### config.mk
export PLATFORM = sky130hd
export DESIGN_NAME = jk_pair
export DESIGN_NICKNAME = d
export VERILOG_FILES = /design/src/logic/jk_pkg.sv /design/src/logic/pin_bus.sv /design/src/logic/pin_sync.sv /design/src/logic/jk_pair.sv
export VERILOG_INCLUDE_DIRS = /design/src /design/src/logic
export SDC_FILE = /design/constraint.sdc
export NUM_CORES = 1
export LEC_CHECK = 0
export ABC_AREA = 1
export BUFFER_PORTS_ARGS = -buffer_cell sky130_fd_sc_hd__buf_2
export CORE_ASPECT_RATIO = 1.5
export CORE_MARGIN = 2
export CORE_UTILIZATION = 25
export CTS_CLUSTER_DIAMETER = 40
export DETAILED_ROUTE_END_ITERATION = 10
export GPL_TIMING_DRIVEN = 0
export HOLD_SLACK_MARGIN = 0.05
export PLACE_DENSITY = 0.42
export REMOVE_ABC_BUFFERS = 1
export SLEW_MARGIN = 20
export SYNTH_ARGS = -nofsm -noshare
export SYNTH_HDL_FRONTEND = slang
export SYNTH_HIERARCHICAL = 1
export SYNTH_SLANG_ARGS = --single-unit
### constraint.sdc
create_clock -name sys_clk -period 1.4 [get_ports sys_clk]
set_input_delay 0.07 -clock sys_clk [delete_from_list [all_inputs] [get_ports sys_clk]]
set_output_delay 0.07 -clock sys_clk [all_outputs]
set_load 0.1 [all_outputs]
### src/logic/jk_consts.svh
// Purpose : Constants for the falling-edge steered flip-flop pair.
// Assumes : Included by bare name from the design files.
// Notes   : Definitions only.
`ifndef JK_CONSTS_SVH
`define JK_CONSTS_SVH

// Number of flip-flops in the package and which ones honour direct set
`define JK_NUM_FF        2
`define JK_SET_MASK      2'h1

// Output levels held from reset until a direct input or clock edge acts
`define JK_Q_RST         1'b0
`define JK_QN_RST        1'b1

// Synchroniser depth for every pin and for the reset release
`define JK_SYNC_STAGES   2

// Field positions inside the packed pin vector, in units of NUM_FF bits
`define JK_FLD_STEER_A   0
`define JK_FLD_STEER_B   1
`define JK_FLD_CLK       2
`define JK_FLD_DSET      3
`define JK_FLD_DCLR      4
`define JK_NUM_FLDS      5

`endif

### src/logic/jk_pkg.sv
// Purpose : Types shared by the flip-flop pair design.
// Assumes : Nothing beyond the constants header.
// Notes   : Constants live in jk_consts.svh.
`default_nettype none

package jk_pkg;

   // What a cell does in a given cycle; decode_action sets the evaluation priority, not this order
   typedef enum logic [2:0] {
      ACT_IDLE,
      ACT_HOLD,
      ACT_LOAD_ONE,
      ACT_LOAD_ZERO,
      ACT_TOGGLE,
      ACT_DIRECT_SET,
      ACT_DIRECT_CLR,
      ACT_DIRECT_BOTH
   } action_e;

endpackage : jk_pkg

`default_nettype wire

### src/logic/pin_bus.sv
// Purpose : Carrier between the top and its pin synchroniser.
// Assumes : One clock domain, sys_clk.
// Notes   : raw is straight from pins, synced is two flops later.
`timescale 1ns/1ps
`default_nettype none

interface pin_bus #(
   parameter int W = 10
);
   logic [W-1:0] raw;
   logic [W-1:0] synced;

   modport src  (output raw,    input  synced);
   modport sync (input  raw,    output synced);
endinterface : pin_bus

`default_nettype wire

### src/logic/pin_sync.sv
// Purpose : Two-flop synchroniser for a vector of asynchronous pins.
// Assumes : Pins are independent levels; no bus coherency needed.
// Notes   : First stage feeds only the second stage.
`timescale 1ns/1ps
`default_nettype none
`include "jk_consts.svh"

module pin_sync (
   input  wire logic sys_clk,
   input  wire logic rst_n,
   pin_bus.sync      pins
);

   logic [$bits(pins.raw)-1:0] meta_reg;
   logic [$bits(pins.raw)-1:0] meta_next;
   logic [$bits(pins.raw)-1:0] stable_reg;
   logic [$bits(pins.raw)-1:0] stable_next;

   // Next values: shift pins through the two stages
   always_comb begin
      meta_next   = pins.raw;
      stable_next = meta_reg;
   end

   // Stage registers, cleared to low on reset
   always_ff @(posedge sys_clk or negedge rst_n) begin
      if (!rst_n) begin
         meta_reg   <= '0;
         stable_reg <= '0;
      end else begin
         meta_reg   <= meta_next;
         stable_reg <= stable_next;
      end
   end

   assign pins.synced = stable_reg;

endmodule : pin_sync

`default_nettype wire

### src/logic/jk_pair.sv
// Purpose : Falling-edge steered flip-flops with direct set and clear, emulated on sys_clk.
// Assumes : All pins are asynchronous to sys_clk and change slower than three sys_clk periods.
// Notes   : Flip-flop 0 has direct set and clear, flip-flop 1 direct clear only (SET_MASK).
//
// Overview of operation
// - Clocked state changes only on a falling edge of the flip-flop clock pin.
// - Both steering inputs high at the falling edge: outputs keep their levels.
// - First high, second low sets; first low, second high clears, at the edge.
// - Both steering inputs low at the falling edge: outputs swap, i.e. toggle.
// - Direct set or clear forces outputs at once; both high drives both low.
// - Releasing a single direct input leaves the level it forced.
// - Releasing both direct inputs together lands on clear as one fixed choice; avoid it.
// - Reduced variant has direct clear only, same clocked steering behaviour.
// - Dual variant: two independent flip-flops, each with own pins and clear.
`timescale 1ns/1ps
`default_nettype none
`include "jk_consts.svh"

module jk_pair #(
   parameter int                 NUM_FF   = `JK_NUM_FF,
   parameter logic [NUM_FF-1:0]  SET_MASK = `JK_SET_MASK
) (
   input  wire logic              sys_clk,
   input  wire logic              rstn,
   input  wire logic [NUM_FF-1:0] steer_a,
   input  wire logic [NUM_FF-1:0] steer_b,
   input  wire logic [NUM_FF-1:0] ff_clk,
   input  wire logic [NUM_FF-1:0] dset,
   input  wire logic [NUM_FF-1:0] dclr,
   output logic      [NUM_FF-1:0] q,
   output logic      [NUM_FF-1:0] q_n
);

   localparam int PW = NUM_FF * `JK_NUM_FLDS;

   // Reset release synchroniser
   logic rst_meta_reg;
   logic rst_meta_next;
   logic rst_sync_reg;
   logic rst_sync_next;
   logic rst_n;

   // Synchronised pin copies
   logic [NUM_FF-1:0] s_steer_a;
   logic [NUM_FF-1:0] s_steer_b;
   logic [NUM_FF-1:0] s_clk;
   logic [NUM_FF-1:0] s_dset;
   logic [NUM_FF-1:0] s_dclr;

   // Per flip-flop state
   logic [NUM_FF-1:0] q_reg;
   logic [NUM_FF-1:0] q_next;
   logic [NUM_FF-1:0] qn_reg;
   logic [NUM_FF-1:0] qn_next;
   logic [NUM_FF-1:0] clk_prev_reg;
   logic [NUM_FF-1:0] clk_prev_next;
   logic [NUM_FF-1:0] both_reg;
   logic [NUM_FF-1:0] both_next;

   jk_pkg::action_e   act [NUM_FF];

   // Pick the action of one cell from its synchronised inputs.
   // Direct inputs outrank the clock, so a clock edge during a direct
   // pulse is ignored.
   function automatic jk_pkg::action_e decode_action(
      input logic has_set,
      input logic set_d,
      input logic clr_d,
      input logic was_both,
      input logic fall,
      input logic sa,
      input logic sb
   );
      logic set_eff;
      set_eff = has_set & set_d;
      if (set_eff && clr_d) begin
         decode_action = jk_pkg::ACT_DIRECT_BOTH;
      end else if (set_eff) begin
         decode_action = jk_pkg::ACT_DIRECT_SET;
      end else if (clr_d) begin
         decode_action = jk_pkg::ACT_DIRECT_CLR;
      // Both direct inputs dropped in the same cycle: the stored state
      // would be undefined, so land on clear as one fixed choice
      end else if (was_both) begin
         decode_action = jk_pkg::ACT_DIRECT_CLR;
      end else if (!fall) begin
         decode_action = jk_pkg::ACT_IDLE;
      end else begin
         unique case ({sa, sb})
            2'h3: decode_action = jk_pkg::ACT_HOLD;
            2'h2: decode_action = jk_pkg::ACT_LOAD_ONE;
            2'h1: decode_action = jk_pkg::ACT_LOAD_ZERO;
            2'h0: decode_action = jk_pkg::ACT_TOGGLE;
         endcase
      end
   endfunction : decode_action

   // Next values of the release chain; a one walks in behind reset,
   // so the release reaches the rest of the design only after two edges
   always_comb begin
      rst_meta_next = 1'b1;
      rst_sync_next = rst_meta_reg;
   end

   // Reset is asserted at once and released through two flops
   always_ff @(posedge sys_clk or negedge rstn) begin
      if (!rstn) begin
         rst_meta_reg <= 1'b0;
         rst_sync_reg <= 1'b0;
      end else begin
         rst_meta_reg <= rst_meta_next;
         rst_sync_reg <= rst_sync_next;
      end
   end

   assign rst_n = rst_sync_reg;

   // All pins pass two flops before any logic looks at them
   pin_bus #(.W(PW)) pins ();

   assign pins.raw = {dclr, dset, ff_clk, steer_b, steer_a};

   pin_sync u_sync (
      .sys_clk (sys_clk),
      .rst_n   (rst_n),
      .pins    (pins)
   );

   // Unpack the synchronised vector by field
   assign s_steer_a = pins.synced[`JK_FLD_STEER_A*NUM_FF +: NUM_FF];
   assign s_steer_b = pins.synced[`JK_FLD_STEER_B*NUM_FF +: NUM_FF];
   assign s_clk     = pins.synced[`JK_FLD_CLK*NUM_FF     +: NUM_FF];
   assign s_dset    = pins.synced[`JK_FLD_DSET*NUM_FF    +: NUM_FF];
   assign s_dclr    = pins.synced[`JK_FLD_DCLR*NUM_FF    +: NUM_FF];

   // One independent cell per flip-flop, each with its own pins
   genvar gi;
   generate
      for (gi = 0; gi < NUM_FF; gi++) begin : g_ff

         // Steering is taken in the same synchronised cycle as the fall,
         // so it must settle on the pins before the clock pin drops
         // Classify this cycle; a falling clock edge is prev high, now low
         always_comb begin
            act[gi] = decode_action(SET_MASK[gi],
                                    s_dset[gi],
                                    s_dclr[gi],
                                    both_reg[gi],
                                    clk_prev_reg[gi] & ~s_clk[gi],
                                    s_steer_a[gi],
                                    s_steer_b[gi]);
         end

         // Next output levels from the chosen action
         always_comb begin
            q_next[gi]        = q_reg[gi];
            qn_next[gi]       = qn_reg[gi];
            clk_prev_next[gi] = s_clk[gi];
            both_next[gi]     = SET_MASK[gi] & s_dset[gi] & s_dclr[gi];
            unique case (act[gi])
               jk_pkg::ACT_IDLE: begin
                  q_next[gi]  = q_reg[gi];
                  qn_next[gi] = qn_reg[gi];
               end
               jk_pkg::ACT_HOLD: begin
                  q_next[gi]  = q_reg[gi];
                  qn_next[gi] = qn_reg[gi];
               end
               jk_pkg::ACT_LOAD_ONE: begin
                  q_next[gi]  = 1'b1;
                  qn_next[gi] = 1'b0;
               end
               jk_pkg::ACT_LOAD_ZERO: begin
                  q_next[gi]  = 1'b0;
                  qn_next[gi] = 1'b1;
               end
               jk_pkg::ACT_TOGGLE: begin
                  q_next[gi]  = qn_reg[gi];
                  qn_next[gi] = q_reg[gi];
               end
               jk_pkg::ACT_DIRECT_SET: begin
                  q_next[gi]  = 1'b1;
                  qn_next[gi] = 1'b0;
               end
               jk_pkg::ACT_DIRECT_CLR: begin
                  q_next[gi]  = 1'b0;
                  qn_next[gi] = 1'b1;
               end
               jk_pkg::ACT_DIRECT_BOTH: begin
                  q_next[gi]  = 1'b0;
                  qn_next[gi] = 1'b0;
               end
            endcase
         end

         // Output and edge-history registers
         always_ff @(posedge sys_clk or negedge rst_n) begin
            if (!rst_n) begin
               q_reg[gi]        <= `JK_Q_RST;
               qn_reg[gi]       <= `JK_QN_RST;
               clk_prev_reg[gi] <= 1'b0;
               both_reg[gi]     <= 1'b0;
            end else begin
               q_reg[gi]        <= q_next[gi];
               qn_reg[gi]       <= qn_next[gi];
               clk_prev_reg[gi] <= clk_prev_next[gi];
               both_reg[gi]     <= both_next[gi];
            end
         end

      end
   endgenerate

   // Outputs come straight from the state flops
   assign q   = q_reg;
   assign q_n = qn_reg;

endmodule : jk_pair

`default_nettype wire

Yosys cells after proc, flatten, opt, wreduce, memory -nomap -nowiden
Cells that the tools add are included.

Equality and inequality tests: 20. Multiplexer cells: 13. Bitwise operators: 5. Reductions and logical operators: 15.

Operators with widths (number): 3-bit == test (second input constant) (8); 3-bit case mux with 4 select lines (2); 3-bit two-way mux (7); 3-bit by 2-bit == test with 1-bit output (second input constant) (4); 1-bit case mux with 3 select lines (4); 2-bit OR reduction (6); 3-bit OR reduction (4); 2-bit == test (second input constant) (4); 3-bit by 1-bit == test with 1-bit output (second input constant) (2); 3-bit zero test (2); 2-bit by 1-bit == test with 1-bit output (second input constant) (2); 2-bit zero test (2); 1-bit bitwise AND (3); 1-bit inverter (2); 1-bit logical AND (1).

Register bits after elaboration: 29. Input bits: 12. Output and inout port bits: 4. Word-level logic and storage cells: 64.

Logic depth before layout (Yosys ltp)
Depth after elaboration: 10. Mapped depth: 10. Depth with buffers taken out: 10.

Hierarchy
The synthesis kept the hierarchy.

Modules (own cells, without submodules): jk_pair (instances 1, cells each 88, area an instance 628.1 sq um, seq. area each 227.7 sq um); pin_sync (instances 1, cells each 20, area an instance 500.5 sq um, seq. area each 500.5 sq um).

Least setup slack after synthesis
OpenSTA, ideal clock, no wires.

Path type: reg-to-reg. Start point: register q_reg[1] (netlist: q[1]). End point: register qn_reg[1] (netlist: q_n[1]). Arrival: 1256 ps. Data required time: 1333 ps. Setup slack: 77 ps. Stages on the path, launching flop included: 5. Buffers on the path: 0. Period minus slack after synthesis: 1323 ps. Cell sequence: dfrtp_1 -> nand2_1 -> nor2_1 -> nor2_1 -> nor2_1.

Cells in the longest elaborated chain, start to end: 1.

Ends and longest elaborated chain: start, declared (line jk_pair.sv:51) `logic [NUM_FF-1:0] q_reg;`; start signal, assigned by index (line jk_pair.sv:199) `` q_reg[gi] <= `JK_Q_RST; ``; start signal, assigned by index (line jk_pair.sv:204) `q_reg[gi] <= q_next[gi];`; 1-bit case mux with 3 select lines (line jk_pair.sv:160) `unique case (act[gi])`; end signal, assigned by index (line jk_pair.sv:200) `` qn_reg[gi] <= `JK_QN_RST; ``; end signal, assigned by index (line jk_pair.sv:205) `qn_reg[gi] <= qn_next[gi];`; end, declared (line jk_pair.sv:53) `logic [NUM_FF-1:0] qn_reg;`.

No other way between the ends. A chain may end at the register's enable or synchronous reset.

Worst setup path after layout
Start point: register qn_reg[0] (netlist: q_n[0]). End point: output port q_n[0].

RTL lines: end, declared (line jk_pair.sv:31) `output logic [NUM_FF-1:0] q_n`.

No word-level cell between the ends.

==> flow_summary.toml <==
[grt]
grtUsageMet3 = 0.0185
antenna_found_initial = 0
grt_pass1_wl_mm = 3.04
grtUsageTotal = 0.0809
grt_max_degree = 26
grt.busiest_layer = "met2"
global_route.usage.met2 = 0.150
grt-ovfl-total = 0
gr-usage-met1 = 0.0744
grt_pass1_vias = 807

[sta]
rsz0062_at_grt = "yes"
min_period_ns = 1.31
worst_clock_skew_ns = 0.00182
period_share = 0.936
tns_ns = 0
hold_viol = 0
max_freq_mhz = 763
hold_ws_ns = 0.109
slew_headroom = 0.659
drv_slew = 0
tightest_slew_ns = 0.512
finalSetupViolCount = 0

[clocking]
clock_sinks = 27
cts.clk_slew.worst_paths_ns = 0.08
numCtsBuffers = 3
clk_latency_ns = 0.26
cts_root_buf = "clkbuf_8"
htree_levels = 1
cts_tree = "yes"
cts_buffer_depth = 2

[detailed_routing]
antenna_left = 0
routed_via_density = 4.34
wl_mm = 1.70
drt_first_pass_iters = 4
routedWlPerCell_um = 9.43
drtIter0Drc = 19
via_count = 781
drcViolationCount = 0

[floorplanning]
rows = 29
die-area_um2 = 4870
ios = 16
initial_utilization = 0.258
core_um2 = 4170
die_w_um = 57.6
die_h_um = 84.4

[placement]
hpwl_mm = 1.25
io_buffers = 14
gp_congestion = 0.901
placed_cell_area_um2 = 1210

[cells_and_area]
drive_gt1_frac = 0.276
final_cell_area_um2 = 1390
fin_util = 0.333
nFillCells = 427
area_delta_synth_final_pct = 28.9
fin_nets = 153
multi_input_area_um2 = 373
seqCellArea_um2 = 679
diodes = 0

[power]
powerDensity_nw_per_um2 = 1160
power.leakage_uw = 0.000681
ir_worst_vdd_uv = 689
power_uw = 1610

[flow_run]
maxCapViolations = 0

[setup_path]
path_delay_family = "flip-flops"
cp_num_buf_inv = 1
critical_path.max_stage_delay_ns = 0.55
crit_slowest_cell = "dfstp_2"
worstSetupEndpointType = "output port"
cp_max_fo = 3
worstSetupStartpointType = "flop"
path_class = "flop to output port"
cp.required_ns = 1.33
worstPathArrival_ns = 1.24
crit_chain = "buf_2"

[synth]
netlist_instances = 106
syn_area_um2 = 1080
yosysWarnings = 6
synth_area_per_cell_um2 = 10.2

[run_status]
status = "completed"

[hold_path]
hold_class = "input port to asynchronous set/reset pin"
-- placed cells by master, fill, tap and decap left out --
cell type and n:
nand3b_1 1, inv_2 4, nor2_2 4, clkbuf_8 3
nand2_2 3, inv_1 13, nand3_1 7, dlygate4sd3_1 10
o21ai_2 1, nand3_2 1, conb_1 1, nand2_1 18
nor2_1 11, dfrtp_1 24, nand3_4 1, ha_1 5
dfrtp_2 1, ha_4 1, nor3_2 1, nand4_1 4
a21oi_1 3, dfstp_2 2, buf_2 14, clkinv_2 1
-- report_power, final --
part           switching, uW  internal [uW]  total (uW)  leakage (uW)
Combinational            221           88.1         309      0.000343
Clock                    219            199         417     0.0000255
Sequential              44.8            838         883      0.000313
-- metal layers --
layer  vias to the layer above  wire length (um)
met2                        12              1010
met1                       385               619
met3                         2                44
met4                         0                27
met5                         -                 0
li1                        382                 -
-- worst paths after layout --
check	start	endpoint	slack (ns)	cells after the start
min reg2reg	rst_n	u_sync/meta_reg[9]	0.24	0
max	q_n[0]	q_n[0]	0.09	1
max reg2reg	u_sync/pins.synced[0]	q[0]	0.10	8
max in group asynchronous	rst_n	q_n[1]	0.79	0
min	rstn	rst_n	0.11	2
min in group sys_clk	u_sync/meta_reg[5]	u_sync/pins.synced[5]	0.35	0
-- what timing repair did --
action,in CTS,in global routing
gates resized for setup,0,10
hold buffers,10,0
endpoints found under the hold margin,11,0
setup endpoints to repair,0,4
buffers inserted,0,0
-- metrics by stage --
step	instances	setup WS, ns
finish	180	0.0889
floorplan	106	0.0770
global placement	166	0.0429
global route	180	-0.0254
CTS	180	0.0108
detailed placement	166	0.0205
-- cell type report --
class	instances	area share
clock inverter	1	0.00360
inverter	17	0.0459
timing repair buffer	24	0.122
tap	46	0.0414
sequential	27	0.489
clock buffer	3	0.0297
multi-input combinational	62	0.268
Power figures use the tool's default switching activity.
